## src/timer_wave_pkg.sv

```systemverilog
package timer_wave_pkg;

	// ---------------------------------------------------------------
	// Bus geometry and register indices (byte address = 4 * index)
	// ---------------------------------------------------------------
	localparam int APB_ADDR_W = 12;
	localparam logic [7:0] IDX_CTRL_A = 8'hb0;
	localparam logic [7:0] IDX_CTRL_B = 8'hb1;
	localparam logic [7:0] IDX_COUNT = 8'hb2;
	localparam logic [7:0] IDX_CMP_A = 8'hb3;
	localparam logic [7:0] IDX_CMP_B = 8'hb4;
	localparam logic [7:0] IDX_STATUS = 8'hb5;

	// ---------------------------------------------------------------
	// Field positions
	// ---------------------------------------------------------------
	localparam int COM_A_LSB = 6;
	localparam int COM_B_LSB = 4;
	localparam int WAVE_LOW_LSB = 0;
	localparam int WAVE_HIGH_BIT = 3;
	localparam int CLK_SEL_LSB = 0;
	localparam int STAT_OVF_BIT = 0;
	localparam int STAT_MATCH_A_BIT = 1;
	localparam int STAT_MATCH_B_BIT = 2;

	// ---------------------------------------------------------------
	// Reset values and counter limits
	// ---------------------------------------------------------------
	localparam logic [7:0] CTRL_A_RESET = 8'h00;
	localparam logic [7:0] CTRL_B_RESET = 8'h00;
	localparam logic [7:0] COUNT_RESET = 8'h00;
	localparam logic [7:0] CMP_RESET = 8'h00;
	localparam logic [7:0] TOP_MAX = 8'hff;
	localparam logic [7:0] BOTTOM = 8'h00;

	// ---------------------------------------------------------------
	// Waveform modes, compare modes, clock selects
	// ---------------------------------------------------------------
	localparam logic [2:0] WAVE_NORMAL = 3'h0;
	localparam logic [2:0] WAVE_PC_MAX = 3'h1;
	localparam logic [2:0] WAVE_CTC = 3'h2;
	localparam logic [2:0] WAVE_FAST_MAX = 3'h3;
	localparam logic [2:0] WAVE_PC_CMPA = 3'h5;
	localparam logic [2:0] WAVE_FAST_CMPA = 3'h7;

	localparam logic [1:0] COM_OFF = 2'h0;
	localparam logic [1:0] COM_TOGGLE = 2'h1;
	localparam logic [1:0] COM_CLEAR = 2'h2;
	localparam logic [1:0] COM_SET = 2'h3;

	localparam int PRE_W = 10;
	localparam logic [2:0] CS_STOP = 3'h0;
	localparam logic [2:0] CS_DIV1 = 3'h1;
	localparam logic [2:0] CS_DIV8 = 3'h2;
	localparam logic [2:0] CS_DIV32 = 3'h3;
	localparam logic [2:0] CS_DIV64 = 3'h4;
	localparam logic [2:0] CS_DIV128 = 3'h5;
	localparam logic [2:0] CS_DIV256 = 3'h6;

	typedef enum logic [1:0] {CLASS_NON_PWM, CLASS_FAST, CLASS_PHASE, CLASS_RESERVED} wave_class_t;

	typedef struct packed {
		logic [7:0] count;
		logic down;
	} count_state_t;

	typedef struct packed {
		logic [1:0] comA;
		logic [1:0] comB;
		logic [1:0] waveLow;
		logic waveHigh;
		logic [2:0] clkSel;
		logic [7:0] cmpA;
		logic [7:0] cmpB;
		logic [7:0] actA;
		logic [7:0] actB;
		logic [PRE_W-1:0] pre;
		logic block;
		logic ovf;
		logic matchA;
		logic matchB;
		logic outA;
		logic outB;
		logic enA;
		logic enB;
		logic pready;
		logic pslverr;
		logic [31:0] prdata;
	} ctl_state_t;

endpackage : timer_wave_pkg

```

## src/timer_waveform_output_control.sv

```systemverilog
`timescale 1ns/1ps
module timer_waveform_output_control (
	input wire logic clk,
	input wire logic sys_rst,
	input wire logic psel,
	input wire logic penable,
	input wire logic pwrite,
	input wire logic [timer_wave_pkg::APB_ADDR_W-1:0] paddr,
	input wire logic [31:0] pwdata,
	output logic [31:0] prdata,
	output logic pready,
	output logic pslverr,
	output logic compareOutA,
	output logic compareOutB,
	output logic compareEnA,
	output logic compareEnB
);
	import timer_wave_pkg::*;

	ctl_state_t st;
	ctl_state_t next_st;

	logic [7:0] count;
	logic countDown;
	logic [7:0] regIdx;
	logic mapped;
	logic accessDone;
	logic wrStrobe;
	logic wrCount;
	logic [2:0] waveMode;
	wave_class_t waveClass;
	logic [7:0] topValue;
	logic tick;
	logic [PRE_W-1:0] preMask;
	logic atTop;
	logic matchA;
	logic matchB;
	logic ovfEvent;
	logic loadPoint;

	// ---------------------------------------------------------------
	// Helper functions
	// ---------------------------------------------------------------
	function automatic wave_class_t class_of(input logic [2:0] mode);
		case (mode)
			WAVE_NORMAL, WAVE_CTC: class_of = CLASS_NON_PWM;
			WAVE_FAST_MAX, WAVE_FAST_CMPA: class_of = CLASS_FAST;
			WAVE_PC_MAX, WAVE_PC_CMPA: class_of = CLASS_PHASE;
			default: class_of = CLASS_RESERVED;
		endcase
	endfunction : class_of

	// Low bits that must all be one before the prescaler emits a tick
	function automatic logic [PRE_W-1:0] pre_mask(input logic [2:0] sel);
		case (sel)
			CS_DIV1: pre_mask = 10'h000;
			CS_DIV8: pre_mask = 10'h007;
			CS_DIV32: pre_mask = 10'h01f;
			CS_DIV64: pre_mask = 10'h03f;
			CS_DIV128: pre_mask = 10'h07f;
			CS_DIV256: pre_mask = 10'h0ff;
			default: pre_mask = 10'h3ff;
		endcase
	endfunction : pre_mask

	// Next level of one compare output
	function automatic logic wave_next(
		input logic cur,
		input logic [1:0] com,
		input wave_class_t cls,
		input logic chanB,
		input logic waveHigh,
		input logic match,
		input logic wrapBottom,
		input logic down,
		input logic eqTop
	);
		logic res;
		res = cur;
		case (cls)
			CLASS_NON_PWM: begin
				if (match) begin
					case (com)
						COM_TOGGLE: res = ~cur;
						COM_CLEAR: res = 1'b0;
						COM_SET: res = 1'b1;
						default: res = cur;
					endcase
				end
			end
			CLASS_FAST: begin
				if (com == COM_TOGGLE) begin
					// Channel B has no toggle here: its 01 is reserved
					if (!chanB && waveHigh && match) begin
						res = ~cur;
					end
				end else if (com[1]) begin
					if (wrapBottom) begin
						res = (com == COM_CLEAR);
					end
					if (match && !eqTop) begin
						res = (com == COM_SET);
					end
				end
			end
			CLASS_PHASE: begin
				if (com == COM_TOGGLE) begin
					if (!chanB && waveHigh && match) begin
						res = ~cur;
					end
				end else if (com[1] && match) begin
					// At top the match is taken as an up-counting one
					if (eqTop || !down) begin
						res = (com == COM_SET);
					end else begin
						res = (com == COM_CLEAR);
					end
				end
			end
			default: res = cur;
		endcase
		return res;
	endfunction : wave_next

	function automatic logic [31:0] read_word(input ctl_state_t s, input logic [7:0] idx,
		input logic [7:0] cnt);
		logic [7:0] v;
		v = 8'h00;
		case (idx)
			// Bits 3:2 have no storage and read as zero
			IDX_CTRL_A: begin
				v[COM_A_LSB +: 2] = s.comA;
				v[COM_B_LSB +: 2] = s.comB;
				v[WAVE_LOW_LSB +: 2] = s.waveLow;
			end
			// Force strobes are not built; their bits read as zero
			IDX_CTRL_B: begin
				v[WAVE_HIGH_BIT] = s.waveHigh;
				v[CLK_SEL_LSB +: 3] = s.clkSel;
			end
			IDX_COUNT: v = cnt;
			IDX_CMP_A: v = s.cmpA;
			IDX_CMP_B: v = s.cmpB;
			IDX_STATUS: begin
				v[STAT_OVF_BIT] = s.ovf;
				v[STAT_MATCH_A_BIT] = s.matchA;
				v[STAT_MATCH_B_BIT] = s.matchB;
			end
			default: v = 8'h00;
		endcase
		return {24'h000000, v};
	endfunction : read_word

	// Whether a channel takes its pin over from the port
	function automatic logic owns_pin(
		input logic [1:0] com,
		input wave_class_t cls,
		input logic chanB,
		input logic waveHigh
	);
		logic own;
		own = (com != COM_OFF);
		// The PWM toggle code of channel A without wave_mode_high leaves the pin to the port;
		// channel B keeps its pin in its reserved code so the level never jumps to the port's
		if (!chanB && com == COM_TOGGLE && !waveHigh
			&& (cls == CLASS_FAST || cls == CLASS_PHASE)) begin
			own = 1'b0;
		end
		return own;
	endfunction : owns_pin

	// Write-one-to-clear request for one status bit
	function automatic logic clear_req(input logic wr, input logic [7:0] idx,
		input logic [31:0] data, input int pos);
		return wr && (idx == IDX_STATUS) && data[pos];
	endfunction : clear_req

	// ---------------------------------------------------------------
	// Address decode and timer context
	// ---------------------------------------------------------------
	assign regIdx = paddr[9:2];
	assign mapped = (paddr[APB_ADDR_W-1:10] == 2'h0) && (paddr[1:0] == 2'h0)
		&& (regIdx >= IDX_CTRL_A) && (regIdx <= IDX_STATUS);
	assign accessDone = psel & penable & st.pready;
	assign wrStrobe = accessDone & pwrite & mapped;
	assign wrCount = wrStrobe & (regIdx == IDX_COUNT);

	assign waveMode = {st.waveHigh, st.waveLow};
	assign waveClass = class_of(waveMode);
	assign topValue = (waveMode == WAVE_CTC || waveMode == WAVE_PC_CMPA
		|| waveMode == WAVE_FAST_CMPA) ? st.actA : TOP_MAX;

	// Stopped clock select gives no ticks at all
	assign preMask = pre_mask(st.clkSel);
	assign tick = (st.clkSel != CS_STOP) && ((st.pre & preMask) == preMask);
	assign atTop = tick && (count == topValue);

	// The tick right after a counter write never matches
	assign matchA = tick && !st.block && (count == st.actA);
	assign matchB = tick && !st.block && (count == st.actB);

	// Fast modes load at the wrap to bottom, phase-correct modes at top
	assign loadPoint = atTop && (waveClass == CLASS_FAST || waveClass == CLASS_PHASE);

	always_comb begin
		case (waveMode)
			WAVE_NORMAL, WAVE_CTC, WAVE_FAST_MAX:
				ovfEvent = tick && (count == TOP_MAX);
			WAVE_FAST_CMPA: ovfEvent = atTop;
			WAVE_PC_MAX, WAVE_PC_CMPA: ovfEvent = tick && countDown && (count == BOTTOM);
			default: ovfEvent = 1'b0;
		endcase
	end

	// Counter writes load the unit directly; a load beats a tick in the same cycle
	timer_count_unit count_unit (
		.clk(clk),
		.sys_rst(sys_rst),
		.tick(tick),
		.phaseCorrect(waveClass == CLASS_PHASE),
		.topValue(topValue),
		.loadEn(wrCount),
		.loadValue(pwdata[7:0]),
		.count(count),
		.countDown(countDown)
	);

	// ---------------------------------------------------------------
	// Next state
	// ---------------------------------------------------------------
	always_comb begin
		next_st = st;

		// Bus answer is prepared in setup, so access completes with no wait
		if (psel && !penable) begin
			next_st.pready = 1'b1;
			next_st.pslverr = ~mapped;
			next_st.prdata = (mapped && !pwrite) ? read_word(st, regIdx, count) : 32'h00000000;
		end else begin
			next_st.pready = 1'b0;
			next_st.pslverr = 1'b0;
		end

		if (wrStrobe) begin
			case (regIdx)
				IDX_CTRL_A: begin
					next_st.comA = pwdata[COM_A_LSB +: 2];
					next_st.comB = pwdata[COM_B_LSB +: 2];
					next_st.waveLow = pwdata[WAVE_LOW_LSB +: 2];
				end
				IDX_CTRL_B: begin
					next_st.waveHigh = pwdata[WAVE_HIGH_BIT];
					next_st.clkSel = pwdata[CLK_SEL_LSB +: 3];
				end
				IDX_CMP_A: next_st.cmpA = pwdata[7:0];
				IDX_CMP_B: next_st.cmpB = pwdata[7:0];
				default: next_st.cmpA = next_st.cmpA;
			endcase
		end

		// Prescaler restarts while stopped so the first tick is predictable
		next_st.pre = (st.clkSel == CS_STOP) ? '0 : st.pre + 10'h001;

		// Blocking flag: set by a counter write, spent by the next tick
		if (wrCount) begin
			next_st.block = 1'b1;
		end else if (tick) begin
			next_st.block = 1'b0;
		end

		// Compare copies used for matching
		// Unbuffered modes copy a write at once, so a later mode switch starts current
		if (waveClass == CLASS_NON_PWM || waveClass == CLASS_RESERVED) begin
			next_st.actA = next_st.cmpA;
			next_st.actB = next_st.cmpB;
		end else if (loadPoint) begin
			next_st.actA = st.cmpA;
			next_st.actB = st.cmpB;
		end

		// Sticky status; a new event beats a write-one clear in the same cycle
		next_st.ovf = (st.ovf & ~clear_req(wrStrobe, regIdx, pwdata, STAT_OVF_BIT)) | ovfEvent;
		next_st.matchA = (st.matchA & ~clear_req(wrStrobe, regIdx, pwdata, STAT_MATCH_A_BIT))
			| matchA;
		next_st.matchB = (st.matchB & ~clear_req(wrStrobe, regIdx, pwdata, STAT_MATCH_B_BIT))
			| matchB;

		// Waveform outputs
		next_st.outA = wave_next(st.outA, st.comA, waveClass, 1'b0, st.waveHigh, matchA,
			atTop, countDown, st.actA == topValue);
		next_st.outB = wave_next(st.outB, st.comB, waveClass, 1'b1, st.waveHigh, matchB,
			atTop, countDown, st.actB == topValue);

		// Pin takeover follows the compare mode and waveform class; the port keeps the driver
		next_st.enA = owns_pin(next_st.comA, class_of({next_st.waveHigh, next_st.waveLow}),
			1'b0, next_st.waveHigh);
		next_st.enB = owns_pin(next_st.comB, class_of({next_st.waveHigh, next_st.waveLow}),
			1'b1, next_st.waveHigh);
	end

	// ---------------------------------------------------------------
	// State register
	// ---------------------------------------------------------------
	always_ff @(posedge clk or posedge sys_rst) begin
		if (sys_rst) begin
			st <= '0;
		end else begin
			st <= next_st;
		end
	end

	assign prdata = st.prdata;
	assign pready = st.pready;
	assign pslverr = st.pslverr;
	assign compareOutA = st.outA;
	assign compareOutB = st.outB;
	assign compareEnA = st.enA;
	assign compareEnB = st.enB;

endmodule : timer_waveform_output_control

```

## src/timer_count_unit.sv

```systemverilog
`timescale 1ns/1ps
module timer_count_unit (
	input wire logic clk,
	input wire logic sys_rst,
	input wire logic tick,
	input wire logic phaseCorrect,
	input wire logic [7:0] topValue,
	input wire logic loadEn,
	input wire logic [7:0] loadValue,
	output logic [7:0] count,
	output logic countDown
);
	import timer_wave_pkg::*;

	count_state_t st;
	count_state_t next_st;

	// ---------------------------------------------------------------
	// Counting sequence
	// ---------------------------------------------------------------
	always_comb begin
		next_st = st;
		if (loadEn) begin
			// Software write wins over a tick in the same cycle
			next_st.count = loadValue;
		end else if (tick) begin
			if (phaseCorrect) begin
				if (!st.down && st.count >= topValue) begin
					next_st.down = 1'b1;
					next_st.count = (topValue == BOTTOM) ? BOTTOM : st.count - 8'h01;
				end else if (st.down && st.count == BOTTOM) begin
					next_st.down = 1'b0;
					next_st.count = (topValue == BOTTOM) ? BOTTOM : 8'h01;
				end else if (st.down) begin
					next_st.count = st.count - 8'h01;
				end else begin
					next_st.count = st.count + 8'h01;
				end
			end else begin
				next_st.down = 1'b0;
				// Wrap at top; a top lowered below the count still wraps at MAX
				next_st.count = (st.count == topValue) ? BOTTOM : st.count + 8'h01;
			end
		end
	end

	always_ff @(posedge clk or posedge sys_rst) begin
		if (sys_rst) begin
			st <= '0;
		end else begin
			st <= next_st;
		end
	end

	assign count = st.count;
	assign countDown = st.down;

endmodule : timer_count_unit

```

## config.mk

```make
export PLATFORM = sky130hd
export DESIGN_NAME = timer_waveform_output_control
export DESIGN_NICKNAME = d
export VERILOG_FILES = /design/src/timer_wave_pkg.sv /design/src/timer_waveform_output_control.sv /design/src/timer_count_unit.sv
export SDC_FILE = /design/constraint.sdc
export NUM_CORES = 1
export LEC_CHECK = 0
export BUFFER_PORTS_ARGS = -buffer_cell sky130_fd_sc_hd__clkbuf_2
export CAP_MARGIN = 0
export CORE_MARGIN = 2
export CORE_UTILIZATION = 35
export CTS_BUF_LIST = sky130_fd_sc_hd__clkbuf_16
export CTS_CLUSTER_DIAMETER = 80
export CTS_CLUSTER_SIZE = 40
export DETAILED_ROUTE_END_ITERATION = 7
export SETUP_SLACK_MARGIN = 0.5
export SYNTH_ARGS = -nofsm -noshare
export SYNTH_HDL_FRONTEND = slang
export SYNTH_SLANG_ARGS = --single-unit
```

## constraint.sdc

```tcl
create_clock -name clk -period 2.86 [get_ports clk]
set_clock_uncertainty 0.05 [all_clocks]
set_input_delay 0.286 -clock clk [delete_from_list [all_inputs] [get_ports clk]]
set_output_delay 0.286 -clock clk [all_outputs]
set_load 0.01 [all_outputs]
```

* After elaboration in Yosys (flattened, before gate mapping) *
Cells that the tools add are included.

operators by class
  add/subtract/negate cells = 3
  order comparisons = 3
  equal/unequal tests = 54
  multiplexer cells = 53
  bitwise logic cells = 19
  reductions and logical operators = 66

operators with widths
  cell                                                             number
  8-bit 2-to-1 mux                                                 9
  10-bit one-hot mux with 6 select lines                           1
  8-bit == test, second input constant                             7
  8-bit == test                                                    5
  16-bit 2-to-1 mux                                                2
  1-bit logical AND                                                27
  9-bit 2-to-1 mux                                                 3
  26-bit 2-to-1 mux                                                1
  1-bit 2-to-1 mux                                                 22
  3-bit == test, second input constant                             7
  3-bit by 2-bit == test with 1-bit output, second input constant  6
  8-bit zero test                                                  2
  4-bit one-hot mux with 4 select lines                            1
  1-bit one-hot mux with 3 select lines                            5
  2-bit == test, second input constant                             7
  2-bit inequality test, second input constant                     6
  2-bit one-hot mux with 3 select lines                            2
  2-bit one-hot mux with 6 select lines                            1
  2-bit OR reduction                                               6
  10-bit by 1-bit adder with 10-bit output, second input constant  1
  10-bit AND                                                       1
  10-bit == test                                                   1
  2-bit by 1-bit == test with 1-bit output, second input constant  5
  10-bit 2-to-1 mux                                                1
  other kinds (29)                                                 69

storage, ports and cells
  register bits after elaboration = 103
  bits of input ports = 49
  output and inout bits = 38

* Logic depth before layout (Yosys ltp) *
  word-level depth = 13
  depth in mapped cells = 14
  gate-level depth less buffers = 12

* Cells and area by module *
From an unflattened synthesis, not the netlist that was laid out.

second synthesis, totals
  cell total of the unflattened synthesis = 674
  area total of the unflattened synthesis = 5999.5 µm²

modules (own cells, without submodules)
  module                         times used  cells each  area an instance (µm²)  sequential area each (µm²)
  timer_waveform_output_control  1           499         4685.7                  1751.7
  timer_count_unit               1           175         1313.8                  225.2

* Worst setup path before layout *
OpenSTA, ideal clock, no wires.

  kind = register to register
  start = register st[87] in the netlist's numbering
  end = register count_unit.st, in the netlist count_unit.count[6]
  setup time = 77 ps
  arrival time = 2882 ps
  data required time = 2733 ps
  path slack = -149 ps
  stages on the path, launching flop included = 14
  path buffers = 1
  clock period less this slack = 3009 ps
  path through = dfrtp_1 > buf_6 > nor3b_4 > nor2_4 > or2_2 > ha_1 > and3_1 > o21ai_0 > a31o_2 > and2_1 > or3_1 > o211a_1 > a311o_1 > a21oi_1

on the way
  cells in the longest elaborated chain, start to end = 10

ends and longest elaborated chain
  item                                                                              RTL line                                                                   source
  from (decl)                                                                       timer_waveform_output_control.sv:20                                        ctl_state_t st;
  from (signal assigned)                                                            timer_waveform_output_control.sv:308                                       st <= next_st;
  3-bit by 2-bit == test with 1-bit output / 3-bit == test (equally long branches)  timer_waveform_output_control.sv:45, timer_waveform_output_control.sv:190
  1-bit logical OR                                                                  timer_waveform_output_control.sv:190                                       assign topValue = (waveMode == WAVE_CTC || waveMode == WAVE_PC_CMPA
  1-bit logical OR                                                                  timer_waveform_output_control.sv:191                                       || waveMode == WAVE_FAST_CMPA) ? st.actA : TOP_MAX;
  8-bit 2-to-1 mux                                                                  timer_waveform_output_control.sv:191
  8-bit greater-or-equal comparator / 8-bit zero test (equally long branches)       timer_count_unit.sv:28, timer_count_unit.sv:30
  1-bit logical AND / 8-bit 2-to-1 mux (equally long branches)                      timer_count_unit.sv:28, timer_count_unit.sv:30
  9-bit 2-to-1 mux                                                                  timer_count_unit.sv:28                                                     if (!st.down && st.count >= topValue) begin
  9-bit 2-to-1 mux (*)                                                              timer_count_unit.sv:27                                                     if (phaseCorrect) begin
  9-bit 2-to-1 mux (*)                                                              timer_count_unit.sv:26                                                     end else if (tick) begin
  8-bit 2-to-1 mux (*)                                                              timer_count_unit.sv:23                                                     if (loadEn) begin
  to (signal assigned)                                                              timer_count_unit.sv:51                                                     st <= next_st;
  to (decl)                                                                         timer_count_unit.sv:15                                                     count_state_t st;

Every way passes the cells marked *; elsewhere a longest branch is shown, timed or not. The select of a mux whose other input is x is not followed.
A chain may end at the register's enable or synchronous reset.

* Worst setup path in the final report *
  start = register st[88] in the netlist's numbering
  end = register count_unit.st, in the netlist count_unit.count[5]

Same word-level chain as after synthesis.

==> out/summary.txt <==
status: complete, but fails checks
failing checks: setup timing
startpoint types: register
Distinct cells, synth: 75
max-slew violation count: 0
I/O Buffers: 38
Synth Instances: 632
flop-to-flop setup slack: -0.07 ns
Post-DP Area: 6120 um2
Fmax achieved: 0.341 GHz
post-synth top area share: 35.2%
Critical-path top delay cell: or3_4
data required time of the critical path: 3.01 ns
Area growth, synth to finish: 22.1%
Mapped Area: 5620 um2
worst hold slack: 0.00338 ns
Rel. slew slack: 32.9%
CTS tree: yes
Period minus WS final: 2.93 ns
dominant cells by area after synthesis: dfrtp_1, xnor2_1, buf_4
clock transition at the registers of the reported paths: 0.06 ns
top cells by instance count after synthesis: dfrtp_1, nor2_1, nand2_1
final worst setup slack: -0.0705 ns
top cell type by total area after synthesis: dfrtp_1
fill cell count: 1539
Non-Filler Instances: 913
Routed WL per cell: 19.0 um
async set or reset register ratio after synthesis: 100%
root buffer selected by CTS: clkbuf_16
Setup crit end kind: register
final wirelength: 17300 um
Core ar.: 15800 um2
critical path data arrival time: 3.08 ns
final setup violation count: 7
Pleak: 0.00303 uW
Cell Rows: 46
post-route antenna net violation count: 0
top-count cell post-synth: dfrtp_1
pwr/cell area: 428 nW/um2
number of global-route vias before repair: 5030
die height: 131 um
DRT Pass-1 Iters: 5
Tightest Pin Transition: 0.999 ns
Initial DRC Count: 334
placed cell count: 881
Top Family by Delay on Critical Path: simple AND/OR/NAND/NOR gates
DRC Markers: 0
Final Hold Fails: 0
average size of a mapped cell: 8.89 um2
average vias per placed instance: 5.50
Min-Delay Path Class: primary input to asynchronous set/reset pin
Top cell by count, worst path: buf_6
hold buffer count at cts: 0
antenna cells: 0
yosys warns: 0
initial antenna violation count: 0
Place WS: -0.0960 ns
CP Class: register to register
Main synth FF type: dfrtp_1
CP cell instances: and2_4 > nor2_4 > buf_6 > nor2_2 > ha_4 > nand4_1 > or3_4 > a22oi_2 > buf_6 > buf_12 > o22ai_2 > o211ai_1 > a31oi_1
total number of vias: 5017
total die area: 17100 um2
ratio of cells with drive above 1 in the final layout: 30.3%
clock sink count: 79
Post-synth EDFFs: 0
largest net degree at the start of global routing: 48
Die X: 131 um
total gr overflow: 0
Initial Utilization: 35.6%
register bit total from synthesis: 79
H-tree Lvls: 3
IO Count: 87
first-pass GRT wire length: 27200 um
CTS buffer count: 9
RSZ-0062 raised after global routing: true
period utilization: 102%
Skew-Pair Late Insertion Delay: 0.35 ns
CP max stage delay: 0.48 ns
Bufs on Longest Clock Path: 2
Critical Path Fanout Max: 8
Nets: 757
max cap viols: 0
gr usage total: 21.3%
Peak VDD IR: 0.327 mV
final instance area: 6860 um2
Seq/Total Area, Yosys: 35.2%
Crit path buffers/inverters: 3
GPL Wtd Cong: 0.939
post-DP HPWL: 12700 um
Final Util: 43.5%
cell families after synthesis:
family,after synthesis,share of synthesized area [%]
AOI/OAI and AO/OA,144,18.1
and+or+nand+nor,232,21.7
xor gates and xnor gates,33,5.14
buffers and inverters,92,9.02
other,1,0.0668
DFF,79,35.2
muxes,35,7.22
adders and majority gates,16,3.56
worst paths after layout:
kind | startpoint | to | cells after the start
hold / removal | sys_rst | pready$_DFF_PP0_ | 2
setup / recovery | st[88]$_DFF_PP0_ | count_unit.count[5]$_DFFE_PP0P_ | 13
setup reg to reg | st[88]$_DFF_PP0_ | count_unit.count[5]$_DFFE_PP0P_ | 13
max in group asynchronous | sys_rst | st[64]$_DFFE_PP0P_ | 3
min in group clk | pwdata[4] | count_unit.count[4]$_DFFE_PP0P_ | 3
hold reg to reg | prdata[2]$_DFFE_PP0P_ | prdata[2]$_DFFE_PP0P_ | 2
flip-flops by register name (all words and copies together) (netlist names):
name,count
compareEnB,1
count_unit.countDown,1
st,56
compareOutA,1
count_unit.count,8
prdata,8
compareOutB,1
pready,1
pslverr,1
compareEnA,1
cell type report:
class | instances | area [um2] | share of cell area (%)
multi-input cells | 485 | 3560 | 51.9
flip-flops and latches | 79 | 1980 | 28.8
repair buffers | 92 | 656 | 9.56
well taps | 216 | 270 | 3.94
clock buffers | 9 | 225 | 3.28
inverters | 25 | 95.1 | 1.39
clock inverters | 7 | 77.6 | 1.13
layout by cell type, fill, tap and decap left out, types with 5 or more instances in the layout:
cell	instances
a21oi_1	15
a221oi_1	5
a22o_1	8
and2_1	5
and3_1	7
buf_4	46
clkbuf_16	9
clkbuf_2	38
conb_1	24
dfrtp_1	79
ha_1	12
inv_1	24
mux2_2	11
mux2_4	8
mux2i_1	8
mux2i_2	6
nand2_1	56
nand2_2	8
nand2b_1	6
nand3_1	9
nand4_1	19
nor2_1	46
nor2_4	12
nor2b_1	7
nor3_1	14
o21ai_0	34
o21ai_2	11
o22ai_1	11
or3_1	5
xnor2_1	30
layer usage:
layer	up-vias	track usage, %	routed length (um)
met5	-	0	0
met4	0	8.26	397
met3	35	4.07	1050
met2	179	35.7	8580
met1	2484	27.2	7270
li1	2319	-	-
metrics by stage:
stage | total power, uW | TNS, ns
after floorplan | 1530 | 0
after global placement | 1640 | -0.155
after detailed placement | 1650 | -0.456
after CTS | 2920 | 0
after global routing | 3050 | -2.25
final | 2930 | -0.233
what timing repair did:
action	in CTS	in global routing
setup buffers	12	3
gates cloned	1	0
gates resized for setup	41	22
setup endpoints to repair	28	28
pin swaps	16	17
where the power goes:
group	internal [uW]	switching [uW]
combinational	232	291
clock	686	518
sequential	1150	56.5
Power figures use the tool's default switching activity.
